<file path="src/core/pasf_regs.svh">
`ifndef PASF_REGS_SVH
`define PASF_REGS_SVH

// register indices, byte address is four times the index
`define PASF_LINE_CTRL_IDX 8'h1B
`define PASF_SLOT_OFS_IDX 8'h1C
`define PASF_PORT_CFG_IDX 8'h20
`define PASF_STATUS_IDX 8'h21

`define PASF_LINE_CTRL_RST 8'h00
`define PASF_SLOT_OFS_RST 5'h00
`define PASF_PORT_CFG_RST 5'h00

// line control fields
`define PASF_EDGE_BIT 7
`define PASF_FILL_BIT 6
`define PASF_LSB_BIT 5
`define PASF_KEEP_HI 4
`define PASF_KEEP_LO 3
`define PASF_INT_FS_BIT 2
`define PASF_INT_BCLK_BIT 1
`define PASF_PW_BIT 0

// slot offset field
`define PASF_OFS_HI 4
`define PASF_OFS_LO 0

// port configuration fields
`define PASF_FMT_HI 1
`define PASF_FMT_LO 0
`define PASF_POL_BIT 2
`define PASF_CTRL_BIT 3
`define PASF_EN_BIT 4

// system clock cycles per half period of the internal bit clock
`define PASF_INT_BCLK_HALF 8

`endif

</file>
<file path="src/core/pasf_pkg.sv">
`default_nettype none

package pasf_pkg;

    typedef enum logic [1:0] {
        FMT_TDM = 2'h0,
        FMT_I2S = 2'h1,
        FMT_LJ = 2'h2,
        FMT_RSV = 2'h3
    } pasf_fmt_t;

    typedef enum logic [1:0] {
        KEEP_OFF = 2'h0,
        KEEP_ON = 2'h1,
        KEEP_LSB1 = 2'h2,
        KEEP_LSB15 = 2'h3
    } pasf_keep_t;

    typedef enum {ST_IDLE, ST_LEAD, ST_DATA} pasf_state_t;

    typedef enum {REG_NONE, REG_LINE, REG_OFS, REG_CFG, REG_STAT} pasf_reg_t;

endpackage

`default_nettype wire

</file>
<file path="src/core/pasf_stream_if.sv">
`default_nettype none

interface pasf_stream_if #(
    parameter int W = 64
);
    logic valid;
    logic ready;
    logic [W-1:0] data;

    modport src (output valid, output data, input ready);
    modport snk (input valid, input data, output ready);
endinterface

`default_nettype wire

</file>
<file path="src/core/pasf_tx.sv">
// Chosen here: the Wishbone slave port.
`include "pasf_regs.svh"
`default_nettype none

module pasf_tx #(
    parameter int WORD_BITS = 32,
    parameter int TDM_SLOTS = 2,
    parameter int BUF_DEPTH = 2,
    parameter int INT_BCLK_HALF = `PASF_INT_BCLK_HALF
) (
    // system
    input wire logic clk,
    input wire logic nrst,
    // wishbone slave
    input wire logic wb_cyc_i,
    input wire logic wb_stb_i,
    input wire logic wb_we_i,
    input wire logic [9:0] wb_adr_i,
    input wire logic [3:0] wb_sel_i,
    input wire logic [31:0] wb_dat_i,
    output logic [31:0] wb_dat_o,
    output logic wb_ack_o,
    // sample stream, upper word for the second pin
    input wire logic s_valid,
    output logic s_ready,
    input wire logic [2*WORD_BITS-1:0] s_data,
    // bit clock and frame sync pins
    input wire logic bclk_i,
    output logic bclk_o,
    output logic bclk_oe_n,
    input wire logic fsync_i,
    output logic fsync_o,
    output logic fsync_oe_n,
    // data pins
    output logic [1:0] dout_o,
    output logic [1:0] dout_oe_n,
    output logic [1:0] dout_keep_o
);
    import pasf_pkg::*;

    localparam int PW = $clog2(WORD_BITS);
    localparam int SW = $clog2(TDM_SLOTS) + 1;
    localparam int DW = $clog2(INT_BCLK_HALF) + 1;
    localparam int FW = $clog2((TDM_SLOTS > 2 ? TDM_SLOTS : 2) * WORD_BITS) + 1;

    function automatic pasf_reg_t reg_dec(input logic [7:0] idx);
        if (idx == `PASF_LINE_CTRL_IDX)
            return REG_LINE;
        else if (idx == `PASF_SLOT_OFS_IDX)
            return REG_OFS;
        else if (idx == `PASF_PORT_CFG_IDX)
            return REG_CFG;
        else if (idx == `PASF_STATUS_IDX)
            return REG_STAT;
        else
            return REG_NONE;
    endfunction

    logic [7:0] ctrl_r;
    logic [4:0] ofs_r;
    logic [4:0] cfg_r;
    logic wb_req;
    pasf_reg_t wb_reg;
    logic [7:0] rd_val;
    logic tx_edge, fill_hiz, lsb_half, use_int_fs, use_int_bclk, pw2, pol, ctrl_mode, en;
    pasf_keep_t keep_mode;
    pasf_fmt_t fmt;
    logic active;

    assign tx_edge = ctrl_r[`PASF_EDGE_BIT];
    assign fill_hiz = ctrl_r[`PASF_FILL_BIT];
    assign lsb_half = ctrl_r[`PASF_LSB_BIT];
    assign keep_mode = pasf_keep_t'(ctrl_r[`PASF_KEEP_HI:`PASF_KEEP_LO]);
    assign use_int_fs = ctrl_r[`PASF_INT_FS_BIT];
    assign use_int_bclk = ctrl_r[`PASF_INT_BCLK_BIT];
    assign pw2 = ctrl_r[`PASF_PW_BIT];
    assign fmt = pasf_fmt_t'(cfg_r[`PASF_FMT_HI:`PASF_FMT_LO]);
    assign pol = cfg_r[`PASF_POL_BIT];
    assign ctrl_mode = cfg_r[`PASF_CTRL_BIT];
    assign en = cfg_r[`PASF_EN_BIT];
    assign active = en && (fmt != FMT_RSV);

    assign wb_req = wb_cyc_i && wb_stb_i && !wb_ack_o;
    assign wb_reg = reg_dec(wb_adr_i[9:2]);

    always_ff @(posedge clk or negedge nrst)
    begin
        if (!nrst)
            wb_ack_o <= 1'b0;
        else
            wb_ack_o <= wb_req;
    end

    always_ff @(posedge clk or negedge nrst)
    begin
        if (!nrst)
        begin
            ctrl_r <= `PASF_LINE_CTRL_RST;
            ofs_r <= `PASF_SLOT_OFS_RST;
            cfg_r <= `PASF_PORT_CFG_RST;
        end
        else if (wb_req && wb_we_i && wb_sel_i[0])
        begin
            if (wb_reg == REG_LINE)
                ctrl_r <= wb_dat_i[7:0];
            else if (wb_reg == REG_OFS)
                ofs_r <= wb_dat_i[`PASF_OFS_HI:`PASF_OFS_LO];
            else if (wb_reg == REG_CFG)
                cfg_r <= wb_dat_i[4:0];
        end
    end

    // synchronisers on the bit-clock and frame-sync pins, edge finding on the bit-clock pin
    logic [1:0] bclk_s_r;
    logic [1:0] fs_s_r;
    logic bclk_d_r;
    logic [DW-1:0] div_r;
    logic bclk_int_r;
    logic int_tick;

    always_ff @(posedge clk or negedge nrst)
    begin
        if (!nrst)
        begin
            bclk_s_r <= 2'h0;
            fs_s_r <= 2'h0;
            bclk_d_r <= 1'b0;
        end
        else
        begin
            bclk_s_r <= {bclk_s_r[0], bclk_i};
            fs_s_r <= {fs_s_r[0], fsync_i};
            bclk_d_r <= bclk_s_r[1];
        end
    end

    // internal bit clock; only runs while driving as controller
    assign int_tick = active && ctrl_mode && (div_r == DW'(INT_BCLK_HALF - 1));

    always_ff @(posedge clk or negedge nrst)
    begin
        if (!nrst)
        begin
            div_r <= '0;
            bclk_int_r <= 1'b0;
        end
        else if (!(active && ctrl_mode))
        begin
            div_r <= '0;
        end
        else if (int_tick)
        begin
            div_r <= '0;
            bclk_int_r <= !bclk_int_r;
        end
        else
        begin
            div_r <= div_r + DW'(1);
        end
    end

    logic rise_ev, fall_ev, def_ev, opp_ev, launch_ev, half_ev, int_def;

    // bit clock that times the data
    assign rise_ev = (ctrl_mode && use_int_bclk) ? (int_tick && !bclk_int_r)
                                                 : (bclk_s_r[1] && !bclk_d_r);
    assign fall_ev = (ctrl_mode && use_int_bclk) ? (int_tick && bclk_int_r)
                                                 : (!bclk_s_r[1] && bclk_d_r);
    // polarity picks the default launch edge
    assign def_ev = pol ? rise_ev : fall_ev;
    assign opp_ev = pol ? fall_ev : rise_ev;
    assign launch_ev = tx_edge ? opp_ev : def_ev;
    assign half_ev = tx_edge ? def_ev : opp_ev;
    assign int_def = pol ? (int_tick && !bclk_int_r) : (int_tick && bclk_int_r);

    // internal frame sync, stepped on the internal default launch edge
    logic [FW-1:0] fcnt_r;
    logic [FW-1:0] fcnt_nxt;
    logic [FW-1:0] flen;
    logic fs_int_r;
    logic fs_int_nxt;

    assign flen = (fmt == FMT_TDM) ? FW'(TDM_SLOTS * WORD_BITS) : FW'(2 * WORD_BITS);
    assign fcnt_nxt = (fcnt_r >= flen - FW'(1)) ? '0 : fcnt_r + FW'(1);

    always_comb
    begin
        case (fmt)
            // pulse width one or two bit clocks
            FMT_TDM: fs_int_nxt = fcnt_nxt < (pw2 ? FW'(2) : FW'(1));
            FMT_I2S: fs_int_nxt = fcnt_nxt >= FW'(WORD_BITS);
            FMT_LJ: fs_int_nxt = fcnt_nxt < FW'(WORD_BITS);
            default: fs_int_nxt = 1'b0;
        endcase
    end

    always_ff @(posedge clk or negedge nrst)
    begin
        if (!nrst)
        begin
            fcnt_r <= '0;
            fs_int_r <= 1'b0;
        end
        else if (int_def)
        begin
            fcnt_r <= fcnt_nxt;
            fs_int_r <= fs_int_nxt;
        end
    end

    assign bclk_o = bclk_int_r;
    assign fsync_o = fs_int_r;
    assign bclk_oe_n = !(active && ctrl_mode);
    assign fsync_oe_n = !(active && ctrl_mode);

    // frame start, sampled on the edge opposite the default launch
    logic fs_sel, fs_smp_r, start_ev;
    logic [5:0] delay;

    // frame sync that times the data
    assign fs_sel = (ctrl_mode && use_int_fs) ? fs_int_r : fs_s_r[1];
    assign start_ev = active && opp_ev &&
                      ((fmt == FMT_TDM) ? (fs_sel && !fs_smp_r) : (fs_sel != fs_smp_r));
    // offset added to the format's own MSB position
    assign delay = {1'b0, ofs_r} + {5'h00, fmt == FMT_I2S};

    always_ff @(posedge clk or negedge nrst)
    begin
        if (!nrst)
            fs_smp_r <= 1'b0;
        else if (opp_ev)
            fs_smp_r <= fs_sel;
    end

    // sample buffer
    pasf_stream_if #(.W(2*WORD_BITS)) in_if ();
    pasf_stream_if #(.W(2*WORD_BITS)) out_if ();

    assign in_if.valid = s_valid;
    assign in_if.data = s_data;
    assign s_ready = in_if.ready;

    pasf_buf #(.W(2*WORD_BITS), .DEPTH(BUF_DEPTH)) u_buf (
        .clk(clk),
        .nrst(nrst),
        .in_s(in_if.snk),
        .out_s(out_if.src)
    );

    // slot sequencer
    pasf_state_t state_r;
    logic [5:0] lead_r;
    logic [PW-1:0] bidx_r;
    logic [SW-1:0] slot_r;
    logic nxt_slot_r;
    logic have_r;
    logic [2*WORD_BITS-1:0] sh_r;
    logic begin_slot, emit_data, is_lsb;
    logic [1:0] bitv;

    always_comb
    begin
        begin_slot = 1'b0;
        if (launch_ev && !start_ev)
        begin
            case (state_r)
                ST_LEAD: begin_slot = (lead_r == 6'h00);
                ST_DATA: begin_slot = nxt_slot_r;
                default: begin_slot = 1'b0;
            endcase
        end
    end

    // a slot with no buffered word counts as unused cycles
    assign out_if.ready = begin_slot;
    assign emit_data = begin_slot ? out_if.valid
                                  : (launch_ev && !start_ev && state_r == ST_DATA && have_r);
    assign is_lsb = !begin_slot && (bidx_r == '0);
    // same bit position on both pins
    assign bitv = begin_slot ? {out_if.data[2*WORD_BITS-1], out_if.data[WORD_BITS-1]}
                             : {sh_r[WORD_BITS + int'(bidx_r)], sh_r[bidx_r]};

    always_ff @(posedge clk or negedge nrst)
    begin
        if (!nrst)
        begin
            state_r <= ST_IDLE;
            lead_r <= 6'h00;
            bidx_r <= '0;
            slot_r <= '0;
            nxt_slot_r <= 1'b0;
            have_r <= 1'b0;
            sh_r <= '0;
        end
        else if (!active)
        begin
            state_r <= ST_IDLE;
            nxt_slot_r <= 1'b0;
        end
        else if (start_ev)
        begin
            state_r <= ST_LEAD;
            lead_r <= delay;
            slot_r <= '0;
            nxt_slot_r <= 1'b0;
        end
        else if (begin_slot)
        begin
            state_r <= ST_DATA;
            sh_r <= out_if.data;
            have_r <= out_if.valid;
            bidx_r <= PW'(WORD_BITS - 2);
            nxt_slot_r <= 1'b0;
        end
        else if (launch_ev)
        begin
            case (state_r)
                ST_LEAD: lead_r <= lead_r - 6'h01;
                ST_DATA:
                begin
                    if (bidx_r != '0)
                        bidx_r <= bidx_r - PW'(1);
                    else if (fmt == FMT_TDM && slot_r != SW'(TDM_SLOTS - 1))
                    begin
                        slot_r <= slot_r + SW'(1);
                        nxt_slot_r <= 1'b1;
                    end
                    else
                        state_r <= ST_IDLE;
                end
                default: state_r <= ST_IDLE;
            endcase
        end
    end

    // pin drive; dout_r only moves while driving, so a keeper sees the last level
    logic [1:0] dout_r;
    logic drive_r;
    logic rel_pend_r;
    logic [1:0] kp_r;

    always_ff @(posedge clk or negedge nrst)
    begin
        if (!nrst)
        begin
            dout_r <= 2'h0;
            drive_r <= 1'b0;
            rel_pend_r <= 1'b0;
            kp_r <= 2'h0;
        end
        else if (!active)
        begin
            drive_r <= 1'b0;
            rel_pend_r <= 1'b0;
            kp_r <= 2'h0;
        end
        else if (launch_ev)
        begin
            if (emit_data)
            begin
                dout_r <= bitv;
                drive_r <= 1'b1;
                rel_pend_r <= is_lsb && lsb_half;
            end
            else if (fill_hiz)
            begin
                drive_r <= 1'b0;
                rel_pend_r <= 1'b0;
            end
            else
            begin
                dout_r <= 2'h0;
                drive_r <= 1'b1;
                rel_pend_r <= 1'b0;
            end
            // keeper window counted in half cycles
            if (emit_data && is_lsb && keep_mode == KEEP_LSB1)
                kp_r <= 2'h2;
            else if (emit_data && is_lsb && keep_mode == KEEP_LSB15)
                kp_r <= 2'h3;
            else if (kp_r != 2'h0)
                kp_r <= kp_r - 2'h1;
        end
        else if (half_ev)
        begin
            if (rel_pend_r)
                drive_r <= 1'b0;
            rel_pend_r <= 1'b0;
            if (kp_r != 2'h0)
                kp_r <= kp_r - 2'h1;
        end
    end

    assign dout_o = dout_r;
    assign dout_oe_n = {2{!drive_r}};
    assign dout_keep_o = {2{active && (keep_mode == KEEP_ON || kp_r != 2'h0)}};

    always_comb
    begin
        if (wb_reg == REG_LINE)
            rd_val = ctrl_r;
        else if (wb_reg == REG_OFS)
            rd_val = {3'h0, ofs_r};
        else if (wb_reg == REG_CFG)
            rd_val = {3'h0, cfg_r};
        else if (wb_reg == REG_STAT)
            rd_val = {3'h0, fs_smp_r, dout_keep_o[0], out_if.valid, s_ready,
                      state_r != ST_IDLE};
        else
            rd_val = 8'h00;
    end

    always_ff @(posedge clk or negedge nrst)
    begin
        if (!nrst)
            wb_dat_o <= 32'h0;
        else if (wb_req)
            wb_dat_o <= {24'h0, rd_val};
    end

    // checks
    logic [15:0] hi_cnt_r;

    always_ff @(posedge clk or negedge nrst)
    begin
        if (!nrst)
            hi_cnt_r <= 16'h0;
        else
            hi_cnt_r <= fs_int_r ? hi_cnt_r + 16'h1 : 16'h0;
    end
endmodule

`default_nettype wire

</file>
<file path="src/core/pasf_buf.sv">
`default_nettype none

module pasf_buf #(
    parameter int W = 64,
    parameter int DEPTH = 2
) (
    // system
    input wire logic clk,
    input wire logic nrst,
    // streams
    pasf_stream_if.snk in_s,
    pasf_stream_if.src out_s
);
    localparam int AW = (DEPTH > 1) ? $clog2(DEPTH) : 1;

    logic [W-1:0] mem_r [DEPTH];
    logic [AW-1:0] wr_r;
    logic [AW-1:0] rd_r;
    logic [AW:0] cnt_r;
    logic push;
    logic pop;

    assign in_s.ready = (cnt_r != (AW+1)'(DEPTH));
    assign out_s.valid = (cnt_r != '0);
    assign out_s.data = mem_r[rd_r];
    assign push = in_s.valid && in_s.ready;
    assign pop = out_s.valid && out_s.ready;

    always_ff @(posedge clk)
    begin
        if (push)
        begin
            mem_r[wr_r] <= in_s.data;
        end
    end

    always_ff @(posedge clk or negedge nrst)
    begin
        if (!nrst)
        begin
            wr_r <= '0;
            rd_r <= '0;
            cnt_r <= '0;
        end
        else
        begin
            if (push)
            begin
                wr_r <= (wr_r == AW'(DEPTH-1)) ? '0 : wr_r + AW'(1);
            end
            if (pop)
            begin
                rd_r <= (rd_r == AW'(DEPTH-1)) ? '0 : rd_r + AW'(1);
            end
            if (push && !pop)
            begin
                cnt_r <= cnt_r + (AW+1)'(1);
            end
            else if (pop && !push)
            begin
                cnt_r <= cnt_r - (AW+1)'(1);
            end
        end
    end
endmodule

`default_nettype wire

</file>
<file path="config.mk">
export PLATFORM = sky130hd
export DESIGN_NAME = pasf_tx
export DESIGN_NICKNAME = d
export VERILOG_FILES = /design/src/core/pasf_pkg.sv /design/src/core/pasf_stream_if.sv /design/src/core/pasf_tx.sv /design/src/core/pasf_buf.sv
export VERILOG_INCLUDE_DIRS = /design/src /design/src/core
export SDC_FILE = /design/constraint.sdc
export NUM_CORES = 1
export LEC_CHECK = 0
export CAP_MARGIN = 10
export CELL_PAD_IN_SITES_DETAIL_PLACEMENT = 1
export CELL_PAD_IN_SITES_GLOBAL_PLACEMENT = 1
export CORE_MARGIN = 2
export CORE_UTILIZATION = 47
export CTS_CLUSTER_SIZE = 16
export DETAILED_ROUTE_END_ITERATION = 16
export DONT_BUFFER_PORTS = 1
export PLACE_DENSITY_LB_ADDON = 0.1
export SLEW_MARGIN = 20
export SYNTH_ARGS = -nofsm -noshare
export SYNTH_HDL_FRONTEND = slang
export SYNTH_SLANG_ARGS = --single-unit
</file>
<file path="constraint.sdc">
create_clock -name clk -period 3.8 [get_ports clk]
set_clock_uncertainty 0.2 [all_clocks]
set_input_delay 0.95 -clock clk [delete_from_list [all_inputs] [get_ports clk]]
set_output_delay 0.95 -clock clk [all_outputs]
set_load 0.01 [all_outputs]
</file>
======== Word-level counts from Yosys, hierarchy flattened ========
Memory sizes are Yosys's and may differ from the RTL's.
Index checks and enable logic that the tools add are counted.
cells by class
  add/subtract/negate cells ............... 12
  $lt $le $gt $ge ......................... 6
  eq/ne operators ......................... 33
  mux-type cells .......................... 83
  bitwise logic cells ..................... 3
  reduce and logical (&&, ||, !) cells .... 69
operators by type and width
  cell                                                    count
  2-to-1 mux 32 bit                                       9
  equality test 32 x 3 -> 1 bit (second input constant)   3
  equality test 32 x 2 -> 1 bit (second input constant)   2
  one-hot mux 32 bit (2 select lines)                     1
  2-to-1 mux 2 bit                                        18
  2-to-1 mux 1 bit                                        35
  2-to-1 mux 5 bit                                        7
  equality test 32 x 1 -> 1 bit (second input constant)   1
  equality test 32 x 4 -> 1 bit (second input constant)   1
  nonzero test 32 bit                                     1
  logical AND 1 bit                                       30
  2-to-1 mux 6 bit                                        4
  nonzero test 2 bit                                      10
  equality test 8 x 5 -> 1 bit (second input constant)    2
  equality test 8 x 6 -> 1 bit (second input constant)    2
  AND reduction 4 bit                                     4
  >= comparator 7 x 6 -> 1 bit (second input constant)    2
  inequality test 4 x 1 -> 1 bit (second input constant)  3
  zero test 1 bit                                         11
  inequality test 5 bit (second input constant)           2
  AND reduction 3 bit                                     3
  2-to-1 mux 4 bit                                        2
  2-to-1 mux 8 bit                                        1
  inequality test 2 bit (second input constant)           4
  35 further kinds                                        48
word-level totals
  bits in registers ....................... 167
  memory bits (writable) .................. 128
  input bits .............................. 118
  output and inout port bits .............. 44
  logic and storage cells ................. 234
  memories kept ........................... 1
memories
  memory       depth  width  read ports  clocked after memory_dff  wr ports  RTL line        text
  u_buf.mem_r  2      64     1           0                         1         pasf_buf.sv:16  logic [W-1:0] mem_r [DEPTH];

======== Logic depth before layout (Yosys ltp) ========
  word-level depth ........................ 20
  depth in mapped cells ................... 12
  mapped depth without buffers ............ 11

======== Hierarchy ========
From an unflattened synthesis, not the netlist that was laid out.
second synthesis, totals
  cell total of the unflattened synthesis .. 833
  area, all modules ....................... 12268.0 µm²
by module, submodules not included
  module    times used  cells an instance  area an instance (µm²)
  pasf_tx   1           616                7249.5
  pasf_buf  1           217                5018.6

======== Least setup slack after synthesis ========
No wires, ideal clock.
  kind .................................... in2reg
  start point ............................. input s_valid
  end point ............................... memory u_buf.mem_r[0][0], enable pin
  library setup time ...................... 0.486 ns
  data arrival time ....................... 3.719 ns
  required time ........................... 3.114 ns
  slack ................................... -0.605 ns
  stages .................................. 2
  cells stage by stage .................... nand2_1 nor2_1
on the way
  word-level cells in the longest chain between the ends .. 3
ends and longest elaborated chain
  item                                    RTL line        text
  start: declaration                      pasf_tx.sv:24   input wire logic s_valid,
  logical AND 1 bit                       pasf_buf.sv:26  assign push = in_s.valid && in_s.ready;
  2-to-1 mux 1 bit                        pasf_buf.sv:31  if (push)
  2-to-1 mux 1 bit (implied by the code)  pasf_buf.sv:33  mem_r[wr_r] <= in_s.data;
  end: declaration                        pasf_buf.sv:16
No other way between the ends.

======== Worst setup path in the final report ========
  start point ............................. register cfg_r[3]
  end point ............................... register u_buf.cnt_r[1]
on the way
  elaborated cells between the ends (all ways) .. 26
  those cells by class .................... eq/ne (1); mux (9); reduce/logical (16)
RTL lines
  item                                                        RTL line        text
  start: declaration                                          pasf_tx.sv:61   logic [4:0] cfg_r;
  start signal: assignment                                    pasf_tx.sv:100  cfg_r <= `PASF_PORT_CFG_RST;
  start signal: assignment                                    pasf_tx.sv:109  cfg_r <= wb_dat_i[4:0];
  logical AND 1 bit *                                         pasf_tx.sv:221  assign fs_sel = (ctrl_mode && use_int_fs) ? fs_int_r : fs_s_r[1];
  2-to-1 mux 1 bit *                                          pasf_tx.sv:221
  via fs_sel                                                  pasf_tx.sv:217  logic fs_sel, fs_smp_r, start_ev;
  inequality test 1 bit or logical AND 1 bit (tied branches)  pasf_tx.sv:223  ((fmt == FMT_TDM) ? (fs_sel && !fs_smp_r) : (fs_sel != fs_smp_r));
  2-to-1 mux 1 bit *                                          pasf_tx.sv:223
  logical AND 1 bit *                                         pasf_tx.sv:222  assign start_ev = active && opp_ev &&
  zero test 1 bit *                                           pasf_tx.sv:264  if (launch_ev && !start_ev)
  logical AND 1 bit *                                         pasf_tx.sv:264
  2-to-1 mux 1 bit *                                          pasf_tx.sv:264
  logical AND 1 bit *                                         pasf_buf.sv:27  assign pop = out_s.valid && out_s.ready;
  zero test 1 bit                                             pasf_buf.sv:55  if (push && !pop)
  logical AND 1 bit                                           pasf_buf.sv:55
  2-to-1 mux 2 bit or nonzero test 2 bit (tied branches)      --
  end signal: assignment                                      pasf_buf.sv:57  cnt_r <= cnt_r + (AW+1)'(1);
  end signal: assignment                                      pasf_buf.sv:61  cnt_r <= cnt_r - (AW+1)'(1);
  end: declaration                                            pasf_buf.sv:19  logic [AW:0] cnt_r;
Mark *: on every way through the listed nets, which the timed path passes. The rest lies on a longest branch.
A chain may end at the register's enable or synchronous reset.

==> metrics.txt <==
Antenna diodes=0; EDFF count, synth=128; Post-route DRC=0; largest net degree at the start of global routing=about 140; CTS buffer count=28; FFs w/ async S/R, synth=approximately 52%; Mean Syn Cell Area=~13 um^2; area grow syn2layout=8.71%; first-pass GRT wire length=between 30000 and 40000 um; final period utilization=about 82%; Max H-tree Level=1; die width=roughly 160 um; Core Rows=57; worst min path class=input port to async pin; routed wire length=approximately 24000 um; Leak=4.80 nW; final setup vio count=0; count of port buffers added during placement=0; violated checks=hold timing; share of cells above drive strength 1=11.4%; final hold violations=137; Distinct cells, synth=between 70 and 80; commonest non-fill, non-tap cells in the layout=dfrtp_1 (136), edfxtp_1 (128), nand2_1 (106); worst-margin pin slew=between 900 and 1000 ps; Setup TNS=0 ps; RSZ-0062 raised after global routing=no; max-cap violations=0; Iteration-0 DRC Markers=around 400; worst-skew pair later-pin latency=560 ps; detailed placement HPWL=roughly 16000 um; CP max FO=11; nets=just over 1000; All-Layer GR Usage=a little under a fifth; min cycle time layout=3120 ps; PnR worst setup slack=a little under 700 ps; commonest non-fill, non-tap cell in the layout=dfrtp_1; Cell Pwr Density=510 mW/mm^2; Arr. time, crit path=3410 ps; core area=0.0242 mm^2; Crit. End Element=flip-flop; Chip Height=approximately 160 um; ANT nets after route=0; Clock transition at path regs=60 ps; Max Transition Viols Final=0; Setup WS pre-CTS=between 600 and 700 ps; routed wire length per instance=19.7 um; Required @ worst endpoint=4080 ps; Sink Count=265; first-pass iteration count of the detailed router=4; crit start category=flip-flop; Max VDD drop=374 uV; CTS max path bufs=3; initial antenna violation count=0; I/O Pins=about 160; Synth top area share=33.1%; die area=0.0259 mm^2; number of global-route vias before repair=about 7500; CTS tree=yes; largest cells by area after synthesis=edfxtp_1 (33%), dfrtp_1 (30%), mux2i_1 (6.9%), nand2_1 (3.4%), o21ai_1 (2.8%); Synth Flop Type=dfrtp_1; Synth Instances=891; Slew HR=roughly 34%; Starting Density=a little under half; mapped cell area=0.0116 mm^2; clk root buf=clkbuf_16; Peak Freq=about 0.32 GHz; Placer Congestion=0.804; Seq cells post-synth=265; status=finished with violations; Yosys Warn Count=0; dominant cell type by area after synthesis=edfxtp_1; post-synthesis sequential area ratio=between 60% and 70%; Vias=about 6700; Min Hold Slack=-113 ps; post-DR vias/cell=5.48; critical path class=flip-flop to flip-flop; grt total ovfl=0
-- path summary, 6_finish.rpt --
kind                            startpoint  slack, ps              to  cells past startpoint
worst max-delay path              cfg_r[3]        680  u_buf.cnt_r[1]                     10
worst min-delay path                  nrst       -110     wb_dat_o[1]                      0
worst max register to register    cfg_r[3]        680  u_buf.cnt_r[1]                     10
worst min register to register   fs_s_r[0]        160       fs_s_r[1]                      0
max in group asynchronous             nrst       3330        sh_r[62]                      0
min in group clk                 fs_s_r[0]        160       fs_s_r[1]                      0
-- metrics by stage --
| step | cells | hold WS [ps] | util (%) | total power (W) | cell area, um^2 |
|---|---|---|---|---|---|
| 2_1_floorplan | 914 | 131 | - | 0.00385 | 11700 |
| 3_3_place_gp | 1176 | 144 | 48.5 | 0.00397 | 11800 |
| 3_5_place_dp | 1176 | 136 | 48.5 | 0.00400 | 11800 |
| 4_1_cts | 1227 | -130 | 52.0 | 0.00652 | 12600 |
| 5_1_grt | 1227 | -142 | 52.0 | 0.00670 | 12600 |
| 6_report | 1227 | -113 | 52.0 | 0.00643 | 12600 |
-- final cells by class --
class | count | area (um^2)
clock buffers | 36 | 751
clock inverters | 15 | 100
fillers | 2466 | 11600
inverters | 20 | 75.1
multi-input cells | 558 | 3910
flip-flops and latches | 265 | 7280
well taps | 324 | 405
repair buffers | 9 | 92.6
-- power breakdown --
part | internal, W | switching (W) | leakage, nW
Clock | 0.00140 | 0.00110 | 0.416
Combinational | 0.000107 | 0.000310 | 1.31
Sequential | 0.00341 | 0.0000968 | 3.08
Total | 0.00492 | 0.00151 | 4.80
-- cell families (layout without fill, tap and decap cells) --
kind of cell    after synthesis  after routing  share of synthesized area (%)
mux                         116            116                           11.5
other cells                   1             24                         0.0323
simple gates                237            237                           10.1
compound gates              148            148                           8.23
buf+inv                      91             80                           4.42
flops                       265            265                           62.7
fa+ha+maj                    15             15                           1.62
xor+xnor                     18             18                           1.42
-- synthesized netlist by cell type (5+ instances only) --
cell type	count
nand2b_1	12
nor2b_1	7
mux4_2	11
xnor2_1	13
nand2_1	106
nor4_1	11
nand3_1	18
inv_1	19
mux2i_1	80
nand3b_1	5
o21ai_0	19
nor2_1	28
ha_1	15
a21oi_1	14
buf_2	8
o21ai_1	66
buf_4	37
dfrtp_1	137
mux2_2	23
nor3_1	12
and3_1	10
edfxtp_1	128
clkbuf_1	23
o31ai_1	6
-- flip-flops by register name (all words and copies together), names as in the netlist, 4 cells and up --
signal	flops
fcnt_r	7
div_r	4
u_buf.mem_r	128
bidx_r	5
lead_r	6
ofs_r	5
ctrl_r	8
wb_dat_o	8
sh_r	64
cfg_r	5
-- worst max-delay path, cell delays in order, from the launching register on --
cell and delay [ps]:
dfrtp_1 500, nand2_1 120, mux2_2 360, ha_1 180, nor3b_1 130, o21ai_1 480
nor2_2 60, or3_1 400, ha_1 330, nor2_1 140, xor2_1 150
-- per-layer routing --
metal	GRT usage [%]	vias to the layer above	wire length, um
met5	0	-	0
met4	5.28	0	571
met3	4.21	39	1370
met2	34.5	165	12400
met1	23.1	3357	9850
li1	-	3166	-
-- repair_timing --
action,CTS,global route
resized for setup,0,0
buffers inserted,0,0
hold endpoints to repair,137,137
Note: power is estimated with default switching activity, not from simulation.
